<file path="config.mk">
export PLATFORM = sky130hd
export DESIGN_NAME = epv_exc_unit
export DESIGN_NICKNAME = d
export VERILOG_FILES = /design/src/epv_pkg.sv /design/src/epv_sel_if.sv /design/src/epv_arbiter.sv /design/src/epv_vector.sv /design/src/epv_exc_unit.sv
export SDC_FILE = /design/constraint.sdc
export NUM_CORES = 1
export LEC_CHECK = 0
export CAP_MARGIN = 30
export CORE_MARGIN = 2
export CORE_UTILIZATION = 57
export DETAILED_ROUTE_END_ITERATION = 8
export DONT_BUFFER_PORTS = 1
export PLACE_DENSITY = 0.75
export SLEW_MARGIN = 10
export SYNTH_ARGS = -nofsm -noshare
export SYNTH_HDL_FRONTEND = slang
export SYNTH_HIERARCHICAL = 1
export SYNTH_SLANG_ARGS = --single-unit
</file>
<file path="constraint.sdc">
create_clock -name mclk_i -period 3.9 [get_ports mclk_i]
set_input_delay 0.195 -clock mclk_i [delete_from_list [all_inputs] [get_ports mclk_i]]
set_output_delay 0.195 -clock mclk_i [all_outputs]
set_load 0.02 [all_outputs]
</file>
<file path="src/epv_pkg.sv">
// Constants and types shared by the exception sequencing unit
package epv_pkg;

    // ------------------------------------------------------------------
    // Status word fields
    // ------------------------------------------------------------------
    localparam int          SR_T_BIT      = 15;
    localparam int          SR_MASK_LSB   = 8;
    localparam int          MASK_W        = 3;
    localparam logic [2:0]  MASK_RESET    = 3'h7;
    localparam logic        T_RESET       = 1'b0;

    // ------------------------------------------------------------------
    // Vector numbers (entry index; byte address = index * entry size)
    // ------------------------------------------------------------------
    localparam int          VN_W          = 6;
    localparam logic [5:0]  VN_INVALID    = 6'h02;
    localparam logic [5:0]  VN_ZERO_DIV   = 6'h03;
    localparam logic [5:0]  VN_OVF_TRAP   = 6'h04;
    localparam logic [5:0]  VN_ADDR_ERR   = 6'h08;
    localparam logic [5:0]  VN_TRACE      = 6'h09;
    localparam logic [5:0]  VN_TRAP_BASE  = 6'h10;

    // ------------------------------------------------------------------
    // Vector table geometry
    // ------------------------------------------------------------------
    localparam logic [15:0] RESET_VEC     = 16'h0000;
    localparam logic [15:0] MAX_PC_OFS    = 16'h0002;
    localparam logic [15:0] MIN_PC_OFS    = 16'h0000;
    localparam logic [7:0]  CP_RESET      = 8'h00;

    typedef enum logic [2:0] {
        CL_NONE,
        CL_ADDR,
        CL_TRACE,
        CL_IRQ,
        CL_INSN
    } epv_class_t;

    typedef enum logic [2:0] {
        S_HOLD,
        S_IDLE,
        S_PUSH_PC,
        S_PUSH_CP,
        S_PUSH_SR,
        S_VEC_CP,
        S_VEC_PC,
        S_BRANCH
    } epv_state_t;

endpackage : epv_pkg

</file>
<file path="src/epv_sel_if.sv">
// Arbitration and vector lookup signals between the sequencer parts
`timescale 1ns/10ps
`default_nettype none
interface epv_sel_if;
    import epv_pkg::*;
    logic             addr_req;
    logic             trace_req;
    logic             irq_req;
    logic             insn_req;
    epv_class_t       grant;
    logic [VN_W-1:0]  vec_num;
    logic             max_mode;
    logic [15:0]      vec_addr;

    modport arb  (input addr_req, trace_req, irq_req, insn_req,
                  output grant);
    modport vec  (input vec_num, max_mode, output vec_addr);
    modport core (output addr_req, trace_req, irq_req, insn_req,
                  output vec_num, max_mode,
                  input grant, vec_addr);
endinterface : epv_sel_if
`default_nettype wire

</file>
<file path="src/epv_arbiter.sv">
// Fixed priority ranking of pending exception requests
`timescale 1ns/10ps
`default_nettype none
module epv_arbiter
    import epv_pkg::*;
(
    epv_sel_if.arb sel
);
    // Instruction exceptions never coincide with others, so they
    // simply sit at the head of the ranked chain
    assign sel.grant = sel.insn_req  ? CL_INSN  :
                       sel.addr_req  ? CL_ADDR  :
                       sel.trace_req ? CL_TRACE :
                       sel.irq_req   ? CL_IRQ   :
                                       CL_NONE;
endmodule : epv_arbiter
`default_nettype wire

</file>
<file path="src/epv_vector.sv">
// Vector table address from entry index and addressing mode
`timescale 1ns/10ps
`default_nettype none
module epv_vector
    import epv_pkg::*;
(
    epv_sel_if.vec sel
);
    wire [15:0] min_addr = {9'h000, sel.vec_num, 1'b0};
    wire [15:0] max_addr = {8'h00, sel.vec_num, 2'b00};

    // Two-byte entries in minimum mode, four in maximum mode
    assign sel.vec_addr = sel.max_mode ? max_addr : min_addr;
endmodule : epv_vector
`default_nettype wire

</file>
<file path="src/epv_exc_unit.sv">
// Exception priority and vectoring sequencer of the CPU
// How it works
// - Handle reset, address error, trace, interrupt, instruction
// - Instruction causes: undefined, trap, zero divide
// - Priority: reset, address error, trace, interrupt
// - Instruction exceptions never coincide with others
// - Address error handled after current instruction ends
// - Trace after each instruction while trace enabled
// - Interrupts sampled at instruction or sequence end
// - Undefined opcode raises invalid-instruction exception
// - Divide by zero raises zero-divide exception
// - Stack PC, code page (maximum), status word
// - Clear trace enable after stacking
// - Fetch vector, then branch to handler
// - Interrupts also update the mask level
// - Reset starts on pin rise, no stacking
// - Vector table starts at address zero
// - Entries two bytes minimum, four maximum
// - Instruction vectors at their fixed entries
// - Address error, trace, interrupt vector entries
// - Trap instruction selects one of sixteen
// - Reset clears trace, sets mask seven
// - Maximum reset: code page byte one, PC word two
// - Address error keeps the mask level
`timescale 1ns/10ps
`default_nettype none
module epv_exc_unit
    import epv_pkg::*;
(
    input  wire logic        mclk_i,
    input  wire logic        srst_i,
    input  wire logic        reset_pin_n_i,
    input  wire logic        max_mode_i,
    input  wire logic        insn_end_i,
    input  wire logic        addr_err_i,
    input  wire logic        undefined_op_i,
    input  wire logic        unconditional_trap_op_i,
    input  wire logic [3:0]  trap_num_i,
    input  wire logic        overflow_trap_op_i,
    input  wire logic        unsigned_divide_op_i,
    input  wire logic        divisor_zero_i,
    input  wire logic        irq_req_i,
    input  wire logic [5:0]  irq_vec_i,
    input  wire logic [2:0]  irq_level_i,
    input  wire logic [15:0] pc_i,
    input  wire logic [7:0]  code_page_reg_i,
    input  wire logic [15:0] status_word_i,
    input  wire logic        sr_load_i,
    input  wire logic [15:0] sr_load_val_i,
    input  wire logic        mem_ack_i,
    input  wire logic [15:0] mem_rdata_i,
    output logic             seq_busy_o,
    output logic             mem_req_o,
    output logic             mem_push_o,
    output logic [15:0]      mem_addr_o,
    output logic [15:0]      mem_wdata_o,
    output logic             branch_o,
    output logic [15:0]      branch_pc_o,
    output logic [7:0]       branch_cp_o,
    output logic             trace_en_o,
    output logic [2:0]       interrupt_mask_level_o,
    output logic             irq_ack_o
);

    // ------------------------------------------------------------------
    // State
    // ------------------------------------------------------------------
    epv_state_t   state;
    epv_state_t   next_state;
    epv_class_t   cls;
    logic         reset_prev;
    logic         mode_max;
    logic         addr_pend;
    logic         trace_pend;
    logic         seq_done;
    logic [15:0]  vaddr;
    logic [2:0]   irq_lvl;

    epv_sel_if sel ();

    epv_arbiter u_arb (
        .sel (sel)
    );

    epv_vector u_vec (
        .sel (sel)
    );

    // ------------------------------------------------------------------
    // Request decode
    // ------------------------------------------------------------------
    wire reset_rise = reset_pin_n_i & ~reset_prev;
    wire zero_div   = unsigned_divide_op_i & divisor_zero_i;
    wire insn_exc   = undefined_op_i | unconditional_trap_op_i
                    | overflow_trap_op_i | zero_div;
    wire trace_new  = insn_end_i & trace_en_o;
    wire in_idle    = (state == S_IDLE);
    // Decisions only at instruction or sequence boundaries
    wire boundary   = in_idle & (insn_end_i | seq_done | insn_exc);
    wire start      = boundary & (sel.grant != CL_NONE)
                    & reset_pin_n_i;
    wire ack_sr     = (state == S_PUSH_SR) & mem_ack_i;
    wire ack_pc     = (state == S_VEC_PC) & mem_ack_i;

    assign sel.addr_req  = addr_pend | addr_err_i;
    assign sel.trace_req = trace_pend | trace_new;
    assign sel.irq_req   = irq_req_i;
    assign sel.insn_req  = insn_exc;
    assign sel.max_mode  = mode_max;

    wire [5:0] trap_vn = VN_TRAP_BASE | {2'b00, trap_num_i};
    wire [5:0] insn_vn = undefined_op_i     ? VN_INVALID  :
                         overflow_trap_op_i ? VN_OVF_TRAP :
                         zero_div           ? VN_ZERO_DIV :
                                              trap_vn;
    assign sel.vec_num = (sel.grant == CL_INSN)  ? insn_vn     :
                         (sel.grant == CL_ADDR)  ? VN_ADDR_ERR :
                         (sel.grant == CL_TRACE) ? VN_TRACE    :
                                                   irq_vec_i;

    wire [15:0] next_vaddr = start      ? sel.vec_addr :
                             reset_rise ? RESET_VEC    :
                                          vaddr;
    wire        next_mode  = reset_rise ? max_mode_i : mode_max;
    wire [15:0] pc_ofs     = next_mode ? MAX_PC_OFS : MIN_PC_OFS;

    // Stacked copy carries the live trace and mask values
    wire [15:0] stacked_sr = {trace_en_o, status_word_i[14:11],
                              interrupt_mask_level_o,
                              status_word_i[7:0]};

    // ------------------------------------------------------------------
    // Sequencer
    // ------------------------------------------------------------------
    always_comb begin
        next_state = state;
        case (state)
            S_HOLD: begin
                if (reset_rise) begin
                    // Reset goes straight to the vector fetch
                    next_state = next_mode ? S_VEC_CP : S_VEC_PC;
                end
            end
            S_IDLE: begin
                if (start) begin
                    next_state = S_PUSH_PC;
                end
            end
            S_PUSH_PC: begin
                if (mem_ack_i) begin
                    next_state = mode_max ? S_PUSH_CP : S_PUSH_SR;
                end
            end
            S_PUSH_CP: begin
                if (mem_ack_i) begin
                    next_state = S_PUSH_SR;
                end
            end
            S_PUSH_SR: begin
                if (mem_ack_i) begin
                    next_state = mode_max ? S_VEC_CP : S_VEC_PC;
                end
            end
            S_VEC_CP: begin
                if (mem_ack_i) begin
                    next_state = S_VEC_PC;
                end
            end
            S_VEC_PC: begin
                if (mem_ack_i) begin
                    next_state = S_BRANCH;
                end
            end
            S_BRANCH: begin
                next_state = S_IDLE;
            end
            default: begin
                next_state = S_IDLE;
            end
        endcase
        // Pin low overrides everything
        if (!reset_pin_n_i) begin
            next_state = S_HOLD;
        end
    end

    // ------------------------------------------------------------------
    // Memory command, registered from the next state
    // ------------------------------------------------------------------
    wire next_push = (next_state == S_PUSH_PC) | (next_state == S_PUSH_CP)
                   | (next_state == S_PUSH_SR);
    wire next_rd   = (next_state == S_VEC_CP) | (next_state == S_VEC_PC);
    wire [15:0] next_addr  = (next_state == S_VEC_CP) ? next_vaddr :
                             (next_state == S_VEC_PC) ?
                                 16'(next_vaddr + pc_ofs) : 16'h0000;
    wire [15:0] next_wdata = (next_state == S_PUSH_PC) ? pc_i :
                             (next_state == S_PUSH_CP) ?
                                 {8'h00, code_page_reg_i} :
                             (next_state == S_PUSH_SR) ? stacked_sr :
                                                         16'h0000;

    always_ff @(posedge mclk_i) begin
        if (srst_i) begin
            state       <= S_HOLD;
            mem_req_o   <= 1'b0;
            mem_push_o  <= 1'b0;
            mem_addr_o  <= 16'h0000;
            mem_wdata_o <= 16'h0000;
            seq_busy_o  <= 1'b1;
        end else begin
            state       <= next_state;
            mem_req_o   <= next_push | next_rd;
            mem_push_o  <= next_push;
            mem_addr_o  <= next_addr;
            mem_wdata_o <= next_wdata;
            seq_busy_o  <= (next_state != S_IDLE);
        end
    end

    // ------------------------------------------------------------------
    // Pending requests; a take clears its own new event, except an address error arriving while one is already pending
    // ------------------------------------------------------------------
    wire take_addr  = start & (sel.grant == CL_ADDR);
    wire take_trace = start & (sel.grant == CL_TRACE);

    always_ff @(posedge mclk_i) begin
        if (srst_i || !reset_pin_n_i) begin
            addr_pend  <= 1'b0;
            trace_pend <= 1'b0;
        end else begin
            // An error in the taking cycle is served by that same take unless one was already pending
            addr_pend  <= (addr_err_i & ~(take_addr & ~addr_pend))
                        | (addr_pend & ~take_addr);
            trace_pend <= (trace_new & ~take_trace)
                        | (trace_pend & ~take_trace);
        end
    end

    // ------------------------------------------------------------------
    // Sequence context and status word fields
    // ------------------------------------------------------------------
    always_ff @(posedge mclk_i) begin
        if (srst_i) begin
            reset_prev <= 1'b0;
            mode_max   <= 1'b0;
            vaddr      <= RESET_VEC;
            cls        <= CL_NONE;
            irq_lvl    <= MASK_RESET;
            irq_ack_o  <= 1'b0;
            seq_done   <= 1'b0;
        end else begin
            reset_prev <= reset_pin_n_i;
            mode_max   <= next_mode;
            vaddr      <= next_vaddr;
            cls        <= start ? sel.grant : cls;
            irq_lvl    <= start ? irq_level_i : irq_lvl;
            irq_ack_o  <= start & (sel.grant == CL_IRQ);
            seq_done   <= (state == S_BRANCH);
        end
    end

    always_ff @(posedge mclk_i) begin
        if (srst_i) begin
            trace_en_o             <= T_RESET;
            interrupt_mask_level_o <= MASK_RESET;
        end else if (reset_rise) begin
            trace_en_o             <= T_RESET;
            interrupt_mask_level_o <= MASK_RESET;
        end else if (ack_sr) begin
            trace_en_o             <= 1'b0;
            if (cls == CL_IRQ) begin
                interrupt_mask_level_o <= irq_lvl;
            end
        end else if (sr_load_i && in_idle) begin
            trace_en_o             <= sr_load_val_i[SR_T_BIT];
            interrupt_mask_level_o <=
                sr_load_val_i[SR_MASK_LSB +: MASK_W];
        end
    end

    always_ff @(posedge mclk_i) begin
        if (srst_i) begin
            branch_o    <= 1'b0;
            branch_pc_o <= 16'h0000;
            branch_cp_o <= CP_RESET;
        end else begin
            branch_o    <= ack_pc;
            if (ack_pc) begin
                branch_pc_o <= mem_rdata_i;
            end
            if ((state == S_VEC_CP) && mem_ack_i) begin
                branch_cp_o <= mem_rdata_i[7:0];
            end else if (reset_rise && !next_mode) begin
                branch_cp_o <= CP_RESET;
            end
        end
    end
endmodule : epv_exc_unit
`default_nettype wire

</file>
# Word-level counts from Yosys, hierarchy flattened

Index checks and enable logic that the tools add are counted.

Bitwise operators: 34
Muxes and demuxes: 37
Equal/unequal tests: 19
Add/sub/neg operators: 1
Reductions and logical operators: 13

Operator list:

| operator                                            | number |
|---|---|
| 2-to-1 mux 16 bit                                   | 7 |
| 2-to-1 mux 3 bit                                    | 15 |
| equality test 3 bit, second input constant          | 8 |
| 2-to-1 mux 8 bit                                    | 3 |
| case mux 3 bit (8 select lines)                     | 1 |
| equality test 3 x 2 -> 1 bit, second input constant | 7 |
| 2-to-1 mux 6 bit                                    | 3 |
| adder 16 x 2 -> 16 bit                              | 1 |
| AND 1 bit                                           | 16 |
| 2-to-1 mux 5 bit                                    | 3 |
| bitwise OR 1 bit                                    | 13 |
| 2-to-1 mux 2 bit                                    | 4 |
| equality test 3 x 1 -> 1 bit, second input constant | 2 |
| NOT 1 bit                                           | 5 |
| nonzero test 2 bit                                  | 2 |
| logical AND 1 bit                                   | 3 |
| zero test 3 bit                                     | 1 |
| != test 3 x 1 -> 1 bit, second input constant       | 1 |
| nonzero test 3 bit                                  | 1 |
| OR reduction 3 bit                                  | 1 |
| zero test 1 bit                                     | 2 |
| != test 2 x 1 -> 1 bit, second input constant       | 1 |
| AND reduction 2 bit                                 | 1 |
| OR reduction 2 bit                                  | 1 |
| 2 further kinds                                     | 2 |

Output and inout port bits: 65
Flip-flop bits (word level): 95
Word-level logic and storage cells: 124
Bits of input ports: 99

# Depth between registers and ports, before layout

Gate-level depths: netlist of run 1.

Depth in word-level cells: 15
Gate-level depth with buffers: 18
Gate-level depth less buffers: 18

# Hierarchy

Netlist of run 1, hierarchy kept.

By module, submodules not included:

| module       | area each (um^2) | instances | seq. area each (um^2) | cells each |
|---|---|---|---|---|
| epv_exc_unit | 4692.0           | 1         | 1901.8                | 561 |
| epv_vector   | 173.9            | 1         | 0.0                   | 18 |
| epv_arbiter  | 35.0             | 1         | 0.0                   | 6 |

# Least setup slack after synthesis of run 1

OpenSTA, ideal clock, no wires.

Path kind: in2reg
Start point: input unsigned_divide_op_i
End point: register mem_addr_o[14]
Data arrival time: 3.737 ns
Data required time: 3.828 ns
Setup time: 0.072 ns
Path buffers: 0
Stages on the path: 16
Setup slack: 0.091 ns
Cells stage by stage: a2111oi_4 > inv_1 > nor3_1 > nor2_1 > maj3_1 > a21oi_1 > and2b_2 > nand2_1 > nand2_1 > ha_1 > nand4_1 > nor4b_1 > nand2_1 > o41ai_1 > and4_1 > a2bb2oi_1

Word-level cells in the longest chain between the ends: 12
Elaborated cells between the ends (all ways): 27
Those cells by class: add/sub: 1; eq/ne: 5; mux: 14; bitwise: 6; reduce/logical: 1

Ends and longest elaborated chain:

| what                         | line                | text |
|---|---|---|
| start, declared              | epv_exc_unit.sv:40  | `input wire logic unsigned_divide_op_i,` |
| AND 1 bit *                  | epv_exc_unit.sv:93  | `wire zero_div = unsigned_divide_op_i & divisor_zero_i;` |
| bitwise OR 1 bit *           | epv_exc_unit.sv:95  | `\| overflow_trap_op_i \| zero_div;` |
| via insn_exc                 | epv_exc_unit.sv:94  | `wire insn_exc = undefined_op_i \| unconditional_trap_op_i` |
| 2-to-1 mux 3 bit *           | epv_arbiter.sv:11   | `assign sel.grant = sel.insn_req ? CL_INSN :` |
| via sel.grant[1]             | epv_sel_if.sv:10    | `epv_class_t grant;` |
| equality test 3 x 2 -> 1 bit | epv_exc_unit.sv:118 | `(sel.grant == CL_TRACE) ? VN_TRACE :` |
| 2-to-1 mux 6 bit             | epv_exc_unit.sv:118 |  |
| 2-to-1 mux 6 bit             | epv_exc_unit.sv:117 | `(sel.grant == CL_ADDR) ? VN_ADDR_ERR :` |
| 2-to-1 mux 6 bit *           | epv_exc_unit.sv:116 | `assign sel.vec_num = (sel.grant == CL_INSN) ? insn_vn :` |
| via sel.vec_num[0]           | epv_sel_if.sv:11    | `logic [VN_W-1:0] vec_num;` |
| 2-to-1 mux 8 bit *           | epv_vector.sv:13    | `assign sel.vec_addr = sel.max_mode ? max_addr : min_addr;` |
| via sel.vec_addr[1]          | epv_sel_if.sv:13    | `logic [15:0] vec_addr;` |
| 2-to-1 mux 16 bit *          | epv_exc_unit.sv:121 | `wire [15:0] next_vaddr = start ? sel.vec_addr :` |
| via next_vaddr[1]            | epv_exc_unit.sv:121 |  |
| adder 16 x 2 -> 16 bit *     | epv_exc_unit.sv:195 | `16'(next_vaddr + pc_ofs) : 16'h0000;` |
| 2-to-1 mux 16 bit *          | epv_exc_unit.sv:194 | `(next_state == S_VEC_PC) ?` |
| 2-to-1 mux 16 bit *          | epv_exc_unit.sv:193 | `wire [15:0] next_addr = (next_state == S_VEC_CP) ? next_vaddr :` |
| end signal, assigned         | epv_exc_unit.sv:214 | `mem_addr_o <= next_addr;` |
| end, declared                | epv_exc_unit.sv:55  | `output logic [15:0] mem_addr_o,` |

Mark *: on every way through the listed nets, which the timed path passes. The rest lies on a longest branch.
A chain may end at the register's enable or synchronous reset.

# Worst setup path after layout of run 1

Start point: register trace_en_o
End point: register mem_addr_o[14]

Word-level cells in the longest chain between the ends: 14
Elaborated cells between the ends (all ways): 24
Those cells by class: add/sub: 1; eq/ne: 5; mux: 13; bitwise: 4; reduce/logical: 1

Ends and longest elaborated chain:

| what                         | line                | text |
|---|---|---|
| start, declared              | epv_exc_unit.sv:60  | `output logic trace_en_o,` |
| start signal, assigned       | epv_exc_unit.sv:275 | `trace_en_o <= sr_load_val_i[SR_T_BIT];` |
| AND 1 bit *                  | epv_exc_unit.sv:96  | `wire trace_new = insn_end_i & trace_en_o;` |
| bitwise OR 1 bit *           | epv_exc_unit.sv:106 | `assign sel.trace_req = trace_pend \| trace_new;` |
| via sel.trace_req            | epv_sel_if.sv:7     | `logic trace_req;` |
| 2-to-1 mux 3 bit *           | epv_arbiter.sv:13   | `sel.trace_req ? CL_TRACE :` |
| 2-to-1 mux 3 bit *           | epv_arbiter.sv:12   | `sel.addr_req ? CL_ADDR :` |
| 2-to-1 mux 3 bit *           | epv_arbiter.sv:11   |  |
| via sel.grant[0]             | epv_sel_if.sv:10    |  |
| equality test 3 x 2 -> 1 bit | epv_exc_unit.sv:118 |  |
| [... 3 more ...]             | -                   |  |
| via sel.vec_num[0]           | epv_sel_if.sv:11    |  |
| 2-to-1 mux 8 bit *           | epv_vector.sv:13    |  |
| via sel.vec_addr[1]          | epv_sel_if.sv:13    |  |
| 2-to-1 mux 16 bit *          | epv_exc_unit.sv:121 |  |
| via next_vaddr[1]            | epv_exc_unit.sv:121 |  |
| adder 16 x 2 -> 16 bit *     | epv_exc_unit.sv:195 |  |
| 2-to-1 mux 16 bit *          | epv_exc_unit.sv:194 |  |
| 2-to-1 mux 16 bit *          | epv_exc_unit.sv:193 |  |

Marks and branches as above.

==> out/summary.txt, run 1 <==
status: complete, no violations
HPWL after DPL: 8492 microns
number of buffers created by CTS: 9
Psw: 575.0 uW
Starting Density: 59.35%
Vias: 4349
H-tree depth: 3
power per cell area: 352.5 nW/um^2
Place WS: 0.1598 ns
worst r2r src: trace_en_o
Least-Margin Pin Slew: 0.9056 ns
# IOs: 164
All-Layer GR Usage: 26.41%
site row count: 33
initial antenna violation count: 0
Synth Flop Type: dfxtp_1
Die H: 96.73 microns
Peak VDD IR: 0.2854 mV
fin area: 5492 sq um
Max-cap violations: 0
vias per inst: 6.049
Avg WL per Cell: 17.62 microns
CTS tree: done
crit path launch type: flop
Final Cycle Share: 91.32%
setup slack after layout: 0.3386 ns
Inserted Diodes: 0
Area growth syn-to-layout: 12.05%
RePlAce Congestion: 0.9153
share of cells above drive strength 1: 10.75%
internal power: 1361 uW
Worst R2R Path Depth: 17
Final ANT Viol Nets: 0
Final Slew Violations: 0
core area: 8258 sq um
CP Max Fanout: 8
synth unique cells: 80
Sink Count: 95
yosys warns: 6
Post-synth ARST share: 0%
Setup CP Type: reg2reg
clock power share: 30.2%
routed wire length: 12670 microns
number of synthesized flops with an enable pin: 0
worst clock skew: 0.01265 ns
setup bufs post-CTS: 0
max_slew headroom: 39.16%
Final nets: 711
Worst Hold Depth: 2
vias in the first global route: 4303
first-pass GRT wire length: 20610 microns
DRC Markers: 0
Worst Setup SP: trace_en_o
die area: 9356 sq um
final hold vios: 0
Max Clock Freq: 0.2808 GHz
Data arrival, critical path: 3.86 ns
clock slew at reported path FFs: 0.09 ns
remaining global-route overflow: 0
RSZ-0062 raised after global routing: no
switching share of total power: 29.71%
Post-Syn Area per Cell: 8.378 sq um
Hold WC Path Type: in2reg
Final Setup Violations: 0
Tmin final: 3.561 ns
DR iter-0 viols: 262
largest net degree at the start of global routing: 69
cells after synthesis: 585
Die X: 96.73 microns
synthesized area: 4901 sq um
clock tree buffer depth: 2
share of total power in combinational logic: 15.8%
Critical Path RT: 4.20 ns
post-synthesis sequential area ratio: 38.81%
P_leak: 0.001970 uW
Placed Area: 4900 sq um
worst skew pair latency: 0.36 ns
fill count: 672
Fin Setup TNS: 0 ns
port buffer count: 0
WHS: 0.006824 ns
Root Buffer: clkbuf_8
Min-Delay Startpoint: addr_err_i
Synth Register Bits: 95
Setup crit end kind: flop
Power Total: 1936 uW
sequential power share: 54.0%
First-pass DRT Iterations: 5
## synth_stat cells, drive strengths merged, types with 9 or more instances
cell,instances,share of area (%)
clkbuf,17,1.3
nand3,30,3.2
and3,13,1.7
nand2,85,6.5
inv,16,1.2
nor3,13,1.4
nor2,52,4.0
a21oi,52,5.4
o21bai,9,1.4
dfxtp,95,39
mux2i,9,2.0
nor2b,13,1.7
nand4,9,1.1
a211oi,10,2.6
o21ai,10,1.0
buf,27,3.7
## cell type report
type                       instances  area [sq um]  share of cell area, %
clock inverter                     5         42.54                 0.7747
timing repair buffer              50         488.0                  8.886
inverter                          16         60.06                  1.094
sequential                        95          1902                  34.63
clock buffer                      10         127.6                  2.324
tap                              105         131.4                  2.392
multi-input combinational        438          2740                  49.90
## timing repair
item	4_1_cts	5_1_grt
hold buffers	38	0
resized for setup	0	3
endpoints found under the setup margin	0	5
endpoints found under the hold margin	77	0
## worst paths after layout
check	endpoint	slack [ns]
worst max-delay path	mem_addr_o[14]	0.34
worst min-delay path	addr_pend	0.007
worst max register to register	mem_addr_o[14]	0.34
worst min register to register	cls[2]	0.46
## power groups by stage
stage                     sequential, uW  clock (uW)  combinational (uW)
after detailed placement            1070           0                 250
after global placement              1070           0                 244
final                               1050         584                 306
after floorplan                     1060           0                 236
after CTS                           1050         598                 298
after global routing                1050         635                 334
## per-layer routing
layer	wire (microns)	track usage [%]	vias up
met5	0	0	-
met3	907	8.454	19
met2	6644	47.28	170
met1	4895	29.86	2049
met4	223	8.017	0
li1	-	-	2111
## critical path: stages, from the launching register on
cell and delay, ns:
dfxtp_1 0.35, a21o_1 0.19, nand2b_1 0.19, a21oi_4 0.25, nor2_1 0.14, o31ai_1 0.09
o21ai_0 0.12, a21oi_1 0.20, and2b_2 0.16, nand2_1 0.04, nand2_1 0.11, ha_2 0.27
nand4_1 0.19, nor4b_2 0.34, nand2_1 0.13, o41ai_1 0.34, and4_1 0.24, a2bb2oi_1 0.14
## state kept, by name, summed over array words and instances (netlist names), 3 cells and up
signal                  flops
branch_pc_o                16
mem_addr_o                 16
mem_wdata_o                16
vaddr                      16
branch_cp_o                 8
cls                         3
interrupt_mask_level_o      3
irq_lvl                     3
state                       3
## logic make-up after synthesis
family,Yosys count,share of synthesized area [%]
flops,95,38.81
mux,17,4.212
compound gates,138,21.29
xor+xnor,11,1.966
buf+inv,60,6.229
simple gates,260,26.71
other cells,1,0.07652
fa+ha+maj,3,0.7148
## layout by cell type (no fill, tap or decap), types with 4 or more instances in the layout
| cell type | n |
|---|---|
| buf_4 | 12 |
| nor2b_1 | 13 |
| inv_1 | 16 |
| nand2_1 | 85 |
| o21bai_1 | 9 |
| and3_1 | 13 |
| o21ai_0 | 7 |
| nand4_1 | 9 |
| a32oi_1 | 5 |
| clkbuf_8 | 9 |
| dfxtp_1 | 95 |
| a2bb2oi_1 | 4 |
| mux2_4 | 5 |
| xnor2_1 | 8 |
| nor2_1 | 52 |
| nor3_1 | 12 |
| and2_1 | 6 |
| nand3_1 | 29 |
| mux2i_1 | 7 |
| a21oi_1 | 51 |
| dlygate4sd3_1 | 37 |
| a211oi_2 | 8 |
| nand3b_1 | 4 |
| nor4_1 | 6 |
| conb_1 | 9 |
| nand2b_1 | 8 |
| a22oi_1 | 8 |
## metrics by stage
stage,instances,util (%)
floorplan,593,-
global route,719,66.50
finish,719,66.50
detailed placement,665,59.33
global placement,665,59.33
CTS,718,66.21
Power figures use the tool's default switching activity.
==> inputs of run 2 (changes only) <==
--- a/config.mk
+++ b/config.mk
@@ -14,5 +14,4 @@
 export SLEW_MARGIN = 10
 export SYNTH_ARGS = -nofsm -noshare
 export SYNTH_HDL_FRONTEND = slang
-export SYNTH_HIERARCHICAL = 1
 export SYNTH_SLANG_ARGS = --single-unit
==> run 2 against run 1 <==
Against the previous run:
- sequential share of layout area increased by 3.7 points
- clock power rose by 9.2%
- synthesized cell count down 16%
- routed wire length shrank 9.8%
- worst hold slack gained 0.0091 ns
- clock skew decreased by 0.00054 ns
- critical path type unchanged
==> out/summary.txt, run 2 <==
status: complete, no violations
top cells by count, synth: dfxtp_1, nand2_1, nor2_1, a21oi_1, clkbuf_1
main combinational cell family by area after synthesis: simple AND/OR/NAND/NOR gates
Synth top area share: 45.51% (+6.7 points)
P_leak: 0.001824 uW (-7.4%)
post-synthesis sequential area ratio: 45.51% (+6.7 points)
cells after synthesis: 494 (-16%)
Synth Flop Type: dfxtp_1
clock slew at reported path FFs: 0.10 ns (about the same)
Final Cycle Share: 90.39% (-0.92 points)
syn nets: 595
placed cell count: 571 (-14%)
Starting Density: 58.24% (-1.1 points)
synth unique cells: 62 (-23%)
Final Setup Violations: 0 (unchanged)
Tmin final: 3.525 ns (-0.03603 ns)
power per cell area: 380.8 nW/um^2 (+8.0%)
synthesized area: 4179 sq um (-15%)
First-pass DRT Iterations: 6 (+1)
Data arrival, critical path: 3.83 ns (-0.03 ns)
mux contribution to synthesized area: 2.036% (-2.2 points)
vias per inst: 6.157 (+1.8%)
CTS resizes: 0 (unchanged)
All-Layer GR Usage: 27.69% (+1.3 points)
Final Slew Violations: 0 (unchanged)
site row count: 31 (-6.1%)
RSZ-0062 raised after global routing: no
xor and xnor area share after synthesis: 0.2096% (-1.8 points)
Max Clock Freq: 0.2837 GHz (+1.0%)
Setup crit end kind: flop
Synth Register Bits: 95 (unchanged)
crit path launch type: flop
worst clock skew: 0.01210 ns (-0.0005421 ns)
Post-synth ARST share: 0% (unchanged)
number of buffers created by CTS: 9 (unchanged)
port buffer count: 0 (unchanged)
remaining global-route overflow: 0 (unchanged)
worst skew pair latency: 0.37 ns (about the same)
Area growth syn-to-layout: 18.77%
commonest non-fill, non-tap cell in the layout: dfxtp_1
Max-cap violations: 0 (unchanged)
DR iter-0 viols: 313 (+19%)
Post-Syn Area per Cell: 8.460 sq um (+0.98%)
setup bufs post-CTS: 0 (unchanged)
Synth area leaders: dfxtp_1, nand2_1, nor2_1
Least-Margin Pin Slew: 0.8124 ns (-0.09322 ns)
vias in the first global route: 3510 (-18%)
Final ANT Viol Nets: 0 (unchanged)
leading area contributor after synthesis: dfxtp_1
fill count: 557 (-17%)
clock tree buffer depth: 2 (unchanged)
Setup CP Type: reg2reg
CP Max Fanout: 10 (+2)
Avg WL per Cell: 17.94 microns (+1.8%)
Root Buffer: clkbuf_8
Sink Count: 95 (unchanged)
Die H: 89.63 microns (-7.3%)
CTS tree: done
core area: 7176 sq um (-13%)
max_slew headroom: 45.43% (+6.3 points)
Hold Buf Count CTS: 48 (+26%)
RePlAce Congestion: 0.9134 (-0.21%)
H-tree depth: 3 (unchanged)
area share of fa/ha/maj cells after synthesis: 0.5988% (-0.12 points)
share of cells above drive strength 1: 7.249% (-3.5 points)
Synth Area in Compound Gates: 21.92% (+0.62 points)
Inserted Diodes: 0 (unchanged)
final hold vios: 0 (unchanged)
largest net degree at the start of global routing: 65 (-5.8%)
commonest cells after routing, fill and taps aside: dfxtp_1, nand2_1, nor2_1, dlygate4sd3_1, a21oi_1
initial antenna violation count: 0 (unchanged)
Die X: 89.63 microns (-7.3%)
most common cell in the netlist: dfxtp_1
routed wire length: 11430 microns (-9.8%)
DRC Markers: 0 (unchanged)
yosys warns: 0 (-6)
number of synthesized flops with an enable pin: 0 (unchanged)
Vias: 3922 (-9.8%)
Simple-Gate Fraction of Synth Area: 26.14% (-0.57 points)
# IOs: 164 (unchanged)
Fin Setup TNS: 0 ns (unchanged)
Final nets: 634 (-11%)
Critical Path RT: 4.20 ns (about the same)
Hold WC Path Type: in2reg
HPWL after DPL: 7411 microns (-13%)
Finished Layout Cells: 637 (-11%)
Peak VDD IR: 0.2214 mV (-22%)
first-pass GRT wire length: 17130 microns (-17%)
die area: 8033 sq um (-14%)
[run 2: cell count changes after synthesis, sizes merged, moves of 9 or more]
| cell | delta |
|---|---|
| clkbuf | +9 |
| nand2 | -10 |
| o21bai | -9 |
| nor2b | -13 |
| buf | -24 |
| nand3 | -12 |
| a21oi | -17 |
| a22oi | +9 |
[run 2: worst max-delay path, stage by stage, from the launching register on]
cell and delay (ns):
dfxtp_1 0.50, nor3b_2 0.26, buf_4 0.18, o211a_4 0.21
nor2_4 0.09, nor4b_1 0.34, a31oi_1 0.11, inv_1 0.09
ha_1 0.17, ha_1 0.20, or4b_1 0.63, or4_1 0.52
a21oi_1 0.15
[run 2: final cells by class]
cell class              instances  area [sq um]  area share (%)
clock buffers                   9         123.9           2.496
multi-input cells             360          2137           43.06
flip-flops and latches         95          1902           38.32
well taps                      99         123.9           2.496
clock inverters                 7         73.82           1.487
repair buffers                 57         565.5           11.39
inverters                      10         37.54          0.7562
[run 2: kinds of logic (layout without fill, tap and decap cells)]
logic type,after synthesis,after routing
flip-flops,95,95
XOR/XNOR,1,1
adder cells (fa/ha/maj),2,2
AO/OA/AOI/OAI,125,125
buffers and inverters,39,83
AND/OR/NAND/NOR,224,224
multiplexers,8,8
[run 2: per-layer routing]
metal	track usage [%]	share of wire, %
met5	0	0
met4	8.141	1.0
met3	8.775	9.1
met2	45.66	49
met1	34.84	41
[run 2: path summary, 6_finish.rpt]
path | start | end | slack (ns) | cells past startpoint
hold / removal | pc_i[4] | mem_wdata_o[4] | 0.02 | 2
hold reg to reg | cls[0] | cls[0] | 0.47 | 2
setup / recovery | state[0] | mem_addr_o[9] | 0.37 | 12
setup reg to reg | state[0] | mem_addr_o[9] | 0.37 | 12
[run 2: per-stage QoR]
step	util [%]	area (sq um)	total power (uW)	hold slack, ns	setup WS (ns)
final	69.17	4964	1890	0.01592	0.3746
after CTS	68.96	4949	1890	0.001451	0.1813
after floorplan	-	4179	1180	0.3161	0.6271
after global placement	59.27	4253	1201	0.2730	0.5749
after detailed placement	59.27	4253	1206	0.2752	0.4620
after global routing	69.17	4964	1970	0.01494	0.1545
[run 2: power by group]
part | switching (uW) | leakage, uW | total (uW) | internal [uW]
combinational | 117 | 0.000961 | 219 | 103
sequential | 39.4 | 0.000769 | 1030 | 993
clock | 385 | 0.0000946 | 638 | 253
total | 541 | 0.00182 | 1890 | 1350
